--- src/tone_timer_pkg.sv ---
/*
 * constants and carriers for the dual 12-bit timer / tone block.
 * assumes a single system clock standing in for the cpu clock t.
 */
package tone_timer_pkg;
	localparam int unsigned CNT_W            = 12;
	localparam logic [11:0] CNT_ROLL_VAL     = 12'hFFF;
	localparam logic [11:0] CNT_ZERO_VAL     = 12'h000;
	localparam logic [11:0] PRESET_RST_VAL   = 12'h000;
	localparam int unsigned PRESC_W          = 16;
	localparam int unsigned DIV_T4           = 4;
	localparam int unsigned DIV_T64          = 64;
	localparam int unsigned DIV_T8192        = 8192;
	localparam int unsigned DIV_T65536       = 65536;

	typedef enum logic [1:0] {
		SRC_T64,
		SRC_T8192,
		SRC_T65536,
		SRC_EXT
	} count_src_t;

	typedef struct packed {
		logic        enable;
		logic        clk_div4;
		logic        irq_en;
		logic        load;
		logic [11:0] preset;
	} timer_ctrl_t;

	typedef struct packed {
		logic [11:0] count;
		logic        overflow;
		logic        irq;
		logic        tone;
	} timer_stat_t;
endpackage : tone_timer_pkg

--- src/dual_timer_tone_generator.sv ---
/*
 * two 12-bit reloading up-counters with tone outputs.
 * assumes control inputs come from cpu logic on clk_sys; the external
 * count input is asynchronous and is synchronised here.
 */
// Function
// - two independent 12-bit timer/counter units
// - first unit timer or counter; second timer
// - count up; on fff rollover a timer reloads preset, a first-unit counter goes to zero
// - overflow raises irq only when enabled
// - writing zero in counter mode restarts count
// - live count readable without stopping
// - timer clocked by t or t/4
// - counter clock t/64, t/8192, t/65536 or external
// - mode select affects first unit only
// - preset sets tone frequency per unit in timer mode; a first-unit counter ignores it
// - hardware toggles tone, no isr needed
`timescale 1ns/1ps
`default_nettype none
module dual_timer_tone_generator
	import tone_timer_pkg::*;
#(
	parameter int unsigned DIV_T8192_P  = DIV_T8192,
	parameter int unsigned DIV_T65536_P = DIV_T65536
) (
	input  wire logic        clk_sys,
	input  wire logic        resetn,
	input  wire timer_ctrl_t first_ctrl,
	input  wire timer_ctrl_t second_ctrl,
	input  wire logic        first_counter_mode,
	input  wire count_src_t  first_count_src,
	input  wire logic        tone_mode,
	input  wire logic        external_count_input,
	output var  timer_stat_t first_stat,
	output var  timer_stat_t second_stat
);
	logic [PRESC_W-1:0] presc_reg;
	logic [PRESC_W-1:0] presc_next;
	logic [2:0]         ext_sync_reg;
	logic [2:0]         ext_sync_next;
	logic [1:0]         tick;
	timer_ctrl_t        ctrl [2];
	timer_stat_t        stat_reg [2];
	timer_stat_t        stat_next [2];

	assign ctrl[0] = first_ctrl;
	assign ctrl[1] = second_ctrl;
	assign first_stat  = stat_reg[0];
	assign second_stat = stat_reg[1];

	// free prescaler and external edge detect
	always_comb begin
		presc_next    = presc_reg + 16'h0001;
		ext_sync_next = {ext_sync_reg[1:0], external_count_input};
	end

	always_ff @(posedge clk_sys) begin
		if (!resetn) begin
			presc_reg    <= 16'h0000;
			ext_sync_reg <= 3'h0;
		end else begin
			presc_reg    <= presc_next;
			ext_sync_reg <= ext_sync_next;
		end
	end

	// tick selection
	always_comb begin
		logic t4;
		logic t64;
		logic t8k;
		logic t64k;
		logic ext_rise;
		t4       = (presc_reg[1:0] == 2'(DIV_T4 - 1));
		t64      = (presc_reg[5:0] == 6'(DIV_T64 - 1));
		t8k      = (32'(presc_reg) % DIV_T8192_P) == DIV_T8192_P - 1;
		t64k     = (32'(presc_reg) % DIV_T65536_P) == DIV_T65536_P - 1;
		ext_rise = ext_sync_reg[1] & ~ext_sync_reg[2];
		for (int i = 0; i < 2; i++) begin
			tick[i] = ctrl[i].clk_div4 ? t4 : 1'b1;
		end
		if (first_counter_mode) begin
			case (first_count_src)
				SRC_T64:    tick[0] = t64;
				SRC_T8192:  tick[0] = t8k;
				SRC_T65536: tick[0] = t64k;
				SRC_EXT:    tick[0] = ext_rise;
				default:    tick[0] = 1'b0;
			endcase
		end
	end

	// per-unit counters, second unit never takes counter mode
	generate
		for (genvar g = 0; g < 2; g++) begin : g_unit
			logic cmode;
			assign cmode = (g == 0) && first_counter_mode;
			always_comb begin
				stat_next[g]          = stat_reg[g];
				stat_next[g].overflow = 1'b0;
				stat_next[g].irq      = 1'b0;
				if (ctrl[g].load) begin
					stat_next[g].count = cmode ? CNT_ZERO_VAL : ctrl[g].preset;
				end else if (ctrl[g].enable && tick[g]) begin
					if (stat_reg[g].count == CNT_ROLL_VAL) begin
						stat_next[g].count    = cmode ? CNT_ZERO_VAL : ctrl[g].preset;
						stat_next[g].overflow = 1'b1;
						stat_next[g].irq      = ctrl[g].irq_en;
						if (tone_mode) begin
							stat_next[g].tone = ~stat_reg[g].tone;
						end
					end else begin
						stat_next[g].count = stat_reg[g].count + 12'h001;
					end
				end
				if (!tone_mode) begin
					stat_next[g].tone = 1'b0;
				end
			end

			always_ff @(posedge clk_sys) begin
				if (!resetn) begin
					stat_reg[g] <= '0;
				end else begin
					stat_reg[g] <= stat_next[g];
				end
			end

			a_reload_value: assert property (@(posedge clk_sys) disable iff (!resetn)
				(ctrl[g].enable && tick[g] && !ctrl[g].load && !cmode
				 && stat_reg[g].count == CNT_ROLL_VAL)
				|=> (stat_reg[g].count == $past(ctrl[g].preset)) && stat_reg[g].overflow)
				else $error("timer did not reload preset");
			a_irq_gate: assert property (@(posedge clk_sys) disable iff (!resetn)
				stat_reg[g].irq |-> stat_reg[g].overflow && $past(ctrl[g].irq_en))
				else $error("irq without enable or overflow");
			a_tone_toggle: assert property (@(posedge clk_sys) disable iff (!resetn)
				(stat_reg[g].overflow && $past(tone_mode) && tone_mode)
				|-> stat_reg[g].tone != $past(stat_reg[g].tone))
				else $error("tone did not toggle on overflow");
			a_count_step: assert property (@(posedge clk_sys) disable iff (!resetn)
				(ctrl[g].enable && tick[g] && !ctrl[g].load
				 && stat_reg[g].count != CNT_ROLL_VAL)
				|=> stat_reg[g].count == $past(stat_reg[g].count) + 12'h001)
				else $error("count did not advance");

			a_load_preset: assert property (@(posedge clk_sys) disable iff (!resetn)
				(ctrl[g].load && !cmode)
				|=> stat_reg[g].count == $past(ctrl[g].preset))
				else $error("timer did not take preset on load");

			a_hold_idle: assert property (@(posedge clk_sys) disable iff (!resetn)
				(!ctrl[g].enable && !ctrl[g].load) |=> $stable(stat_reg[g].count))
				else $error("disabled unit moved");

			a_tone_quiet: assert property (@(posedge clk_sys) disable iff (!resetn)
				!tone_mode |=> !stat_reg[g].tone)
				else $error("tone active outside tone mode");

			a_tone_hold: assert property (@(posedge clk_sys) disable iff (!resetn)
				(!stat_reg[g].overflow && $past(tone_mode) && tone_mode)
				|-> $stable(stat_reg[g].tone))
				else $error("tone moved without overflow");

			a_irq_follows: assert property (@(posedge clk_sys) disable iff (!resetn)
				(stat_reg[g].overflow && $past(ctrl[g].irq_en)) |-> stat_reg[g].irq)
				else $error("enabled overflow raised no irq");

			a_overflow_edge: assert property (@(posedge clk_sys) disable iff (!resetn)
				stat_reg[g].overflow |-> $past(stat_reg[g].count) == CNT_ROLL_VAL)
				else $error("overflow without rollover");
		end
	endgenerate

	// clean state right after reset
	a_reset_clear: assert property (@(posedge clk_sys)
		!resetn |=> (first_stat == '0) && (second_stat == '0))
		else $error("outputs not cleared by reset");

	a_counter_wrap: assert property (@(posedge clk_sys) disable iff (!resetn)
		(first_counter_mode && first_ctrl.enable && tick[0] && !first_ctrl.load
		 && first_stat.count == CNT_ROLL_VAL)
		|=> first_stat.count == CNT_ZERO_VAL)
		else $error("counter rollover did not go to zero");

	a_t64_rate: assert property (@(posedge clk_sys) disable iff (!resetn)
		(first_counter_mode && first_count_src == SRC_T64 && first_ctrl.enable
		 && !first_ctrl.load && presc_reg[5:0] != 6'h3F)
		|=> $stable(first_stat.count))
		else $error("t/64 counter moved off its tick");

	a_t8k_rate: assert property (@(posedge clk_sys) disable iff (!resetn)
		(first_counter_mode && first_count_src == SRC_T8192 && first_ctrl.enable
		 && !first_ctrl.load && (32'(presc_reg) % DIV_T8192_P) != DIV_T8192_P - 1)
		|=> $stable(first_stat.count))
		else $error("t/8192 counter moved off its tick");

	a_t64k_rate: assert property (@(posedge clk_sys) disable iff (!resetn)
		(first_counter_mode && first_count_src == SRC_T65536 && first_ctrl.enable
		 && !first_ctrl.load && (32'(presc_reg) % DIV_T65536_P) != DIV_T65536_P - 1)
		|=> $stable(first_stat.count))
		else $error("t/65536 counter moved off its tick");

	a_counter_clear: assert property (@(posedge clk_sys) disable iff (!resetn)
		(first_counter_mode && first_ctrl.load) |=> first_stat.count == CNT_ZERO_VAL)
		else $error("counter not cleared");
	a_div4_rate: assert property (@(posedge clk_sys) disable iff (!resetn)
		(!first_counter_mode && first_ctrl.clk_div4 && first_ctrl.enable
		 && !first_ctrl.load && presc_reg[1:0] != 2'h3)
		|=> $stable(first_stat.count))
		else $error("t/4 timer moved off its tick");
	a_second_timer: assert property (@(posedge clk_sys) disable iff (!resetn)
		(second_ctrl.enable && !second_ctrl.clk_div4 && !second_ctrl.load
		 && second_stat.count != CNT_ROLL_VAL)
		|=> second_stat.count == $past(second_stat.count) + 12'h001)
		else $error("second unit affected by mode");
	a_ext_edge: assert property (@(posedge clk_sys) disable iff (!resetn)
		(first_counter_mode && first_count_src == SRC_EXT && first_ctrl.enable
		 && !first_ctrl.load && !(ext_sync_reg[1] && !ext_sync_reg[2]))
		|=> $stable(first_stat.count))
		else $error("counter moved without external edge");
endmodule : dual_timer_tone_generator
`default_nettype wire

--- config.mk ---
export PLATFORM = sky130hd
export DESIGN_NAME = dual_timer_tone_generator
export DESIGN_NICKNAME = d
export VERILOG_FILES = /design/src/tone_timer_pkg.sv /design/src/dual_timer_tone_generator.sv
export SDC_FILE = /design/constraint.sdc
export NUM_CORES = 1
export LEC_CHECK = 0
export ABC_CLOCK_PERIOD_IN_PS = 4500
export BUFFER_PORTS_ARGS = -buffer_cell sky130_fd_sc_hd__buf_2
export CAP_MARGIN = 20
export CORE_MARGIN = 3
export CORE_UTILIZATION = 25
export CTS_BUF_LIST = sky130_fd_sc_hd__clkbuf_4
export DETAILED_ROUTE_END_ITERATION = 8
export GPL_TIMING_DRIVEN = 0
export PLACE_DENSITY = 0.44
export SYNTH_ARGS = -nofsm -noshare
export SYNTH_HDL_FRONTEND = slang
export SYNTH_SLANG_ARGS = --single-unit
export TNS_END_PERCENT = 10
--- constraint.sdc ---
create_clock -name clk_sys -period 4.5 [get_ports clk_sys]
set_clock_uncertainty 0.05 [all_clocks]
set_input_delay 0.675 -clock clk_sys [delete_from_list [all_inputs] [get_ports clk_sys]]
set_output_delay 0.675 -clock clk_sys [all_outputs]
set_load 0.03 [all_outputs]
==> flow_summary_export.csv <==
group,metric,value,unit
status,outcome,"complete, no violations",
synth,yosysTopAreaCellShare,36.96,%
cts,clk_path_buf_depth,2,
floorplan,dieArea,11890,µm²
cells_and_area,n_antenna_cell,0,
grt,antenna_found_initial,0,
setup_path,cp.arrival,2.66,ns
cts,cts_buffers,5,
synth,yosysSeqAreaShare,36.96,%
power,powerDensity,273.7,nW/µm²
cells_and_area,fin_util,32.20,%
setup_path,cp_max_fo,10,
cells_and_area,fin_cells,533,
cells_and_area,drive_gt1_share,23.75,%
routing,ant_nets,0,
floorplan,design.core.area,10040,µm²
routing,via_per_inst,5.073,
floorplan,rows,36,
power,ir_drop,0.1042,mV
routing,num_vias,2704,
grt,grt_overflow,0,
synth,syn_avg_cell_area,8.166,µm²
cts,cts_setup_buffers,0,
power,p_int,0.6178,mW
synth,synth_edf_count,0,
sta,hold_viol_final,0,
placement,routabilityCongestion,0.8339,
cts,cts_sinks,49,
floorplan,initial_core_util,26.42,%
sta,fin_crit_sh,53.78,%
sta,final_max_slew_viol_count,0,
synth,syn_area,2654,µm²
synth,synth_ff_type,"dfxtp_1",
cells_and_area,nets,441,
synth,synth_area_leaders,"dfxtp_1 (37%), nor2_1 (5.0%), nand3_1 (4.0%), nand2_1 (3.7%), a21oi_1 (3.4%)",
sta,setup_violations,0,
cts,clk_latency,0.38,ns
synth,synth_fp_nets,367,
floorplan,chipHeight,109.0,µm
synth,synth.distinct_cells,63,
setup_path,critical_path_class,"reg -> reg",
routing,wire_per_inst,15.58,µm
sta,fmax,0.4132,GHz
grt,first_global_vias,2620,
synth,yosysWarnings,0,
cts,root_buffer,"clkbuf_4",
cts,clk_pin_slew,0.15,ns
cts,ctsHoldBuffers,0,
synth,synth_seq_cells,49,
sta,timing.final.crit_period,2.420,ns
power,p_leak,1.245,nW
placement,dp_hpwl,6182,µm
cells_and_area,area_growth,21.88,%
placement,dp.cells,525,
sta,hold_slack,0.4026,ns
synth,async_flop_share,0,%
routing,drtIter0Drc,112,
cts,cts_resized,0,
synth,syn_inst,325,
routing,remaining_drc_errors,0,
power,pwr-share-comb,16.2,%
cts,tritoncts,"built",
synth,synth_commonest_cells,"dfxtp_1 (49), nor2_1 (35), nand2_1 (26)",
routing,dr.pass1.iters,4,
power,power.share.sequential,53.2,%
power,clkPwrFrac,30.6,%
flow_run,max_cap_violations,0,
sta,slew_headroom,42.15,%
grt,grt_max_degree,16,
setup_path,worst_setup_path_start_kind,"flip-flop",
power,p_sw_share,30.21,%
power,switchingPower,0.2675,mW
floorplan,fp.dieW,109.0,µm
cells_and_area,largest_register_ffs,30,
placement,io_buffers,67,
sta,finalSetupTns,0,ns
cts,htreeDepth,2,
routing,wl,8306,µm
synth,yosys.area.top_type,"dfxtp_1",
setup_path,setup.worst_path.end_class,"flip-flop",
floorplan,io_pins,69,
grt,grt_pass1_wl,13460,µm
sta,tightest_slew,0.8678,ns
synth,yosysMostFrequentCell,"dfxtp_1",
grt,track_usage,14.31,%
worst_hold_path,hold_class,"reg -> reg",
setup_path,crit_required,4.74,ns
sta,rsz0062_at_grt,"no",
cells_and_area,fillCellCount,1104,
metrics by stage:
stage	setup slack (ns)	total power [mW]	instance area, µm²
6_report	2.080	0.8852	3234
5_1_grt	1.848	0.9240	3234
4_1_cts	2.050	0.8991	3234
3_5_place_dp	1.929	0.6249	3156
3_3_place_gp	1.938	0.6242	3156
2_1_floorplan	2.256	0.5654	2654
layout make-up:
cell class	count	area (µm²)	area share [%]
Multi-Input combinational cell	245	1529	47.27
Sequential cell	49	980.9	30.33
Timing Repair Buffer	67	335.3	10.37
Tap cell	133	166.4	5.145
Buffer	16	87.58	2.708
Inverter	15	56.30	1.741
Clock inverter	3	41.29	1.277
Clock buffer	5	37.54	1.161
per-layer routing:
layer  vias to the layer above  wire length (µm)  global-route usage [%]  share of wire, %
li1                       1335                 -                       -                 -
met1                      1264              4017                   19.94                48
met2                        98              3663                   22.81                44
met3                         7               552                   2.724               6.6
met4                         0                72                   3.336              0.87
met5                         -                 0                       0                 0
cells in the final DEF, fill, tap and decap left out, types with 3 or more instances in the layout:
cell      Yosys  final
clkbuf_1      9      9
and3_1        3      3
nand3b_1      3      3
nor3_1       10     10
nand4_2       3      3
mux2i_1       3      3
inv_1        15     15
a31oi_1       7      7
a211oi_1      3      3
a21oi_1      18     18
xor2_1        7      7
and2_1        7      7
xnor2_1       8      8
dfxtp_1      49     49
nor2_1       35     35
and4_1        3      3
o21ai_1       4      4
clkbuf_4      0      5
nor3b_1       3      3
nor4_1        7      7
o211ai_1      4      4
o31ai_1       5      5
nand4_1       5      5
ha_1          3      3
buf_6         3      3
o21ai_0       8      8
nand3_1      21     21
a21boi_1      3      3
buf_2         1     68
o32ai_1       5      5
or3_1         4      4
nand2_1      26     26
critical path: stages, from the launching register on:
cell and delay (ns):
dfxtp_1 0.40, ha_1 0.16, buf_4 0.15, nand4_2 0.14, nor2_2 0.21, a41oi_1 0.21
a21boi_2 0.46, buf_6 0.22, nand4_1 0.16, mux2i_1 0.17
cells by family after synthesis:
kind of cell	share of synthesized area (%)
XOR/XNOR	4.951
multiplexers	1.132
AND/OR/NAND/NOR	29.42
adder cells (fa/ha/maj)	1.415
AO/OA/AOI/OAI	20.70
buffers and inverters	5.422
flip-flops	36.96
worst paths after layout:
| path | slack, ns | cells past startpoint | end | startpoint |
|---|---|---|---|---|
| worst max-delay path | 2.08 | 9 | stat_reg[0][0] | presc_reg[0] |
| worst min-delay path | 0.40 | 1 | ext_sync_reg[1] | ext_sync_reg[0] |
| worst max register to register | 2.08 | 9 | stat_reg[0][0] | presc_reg[0] |
| worst min register to register | 0.40 | 1 | ext_sync_reg[1] | ext_sync_reg[0] |
power groups by stage:
stage / clock [mW] / sequential (mW) / combinational, mW
after floorplan: 0 / 0.500 / 0.0655
after global placement: 0 / 0.480 / 0.144
after detailed placement: 0 / 0.481 / 0.144
after CTS: 0.283 / 0.471 / 0.145
after global routing: 0.292 / 0.475 / 0.157
final: 0.271 / 0.471 / 0.143
Power figures use the tool's default switching activity.
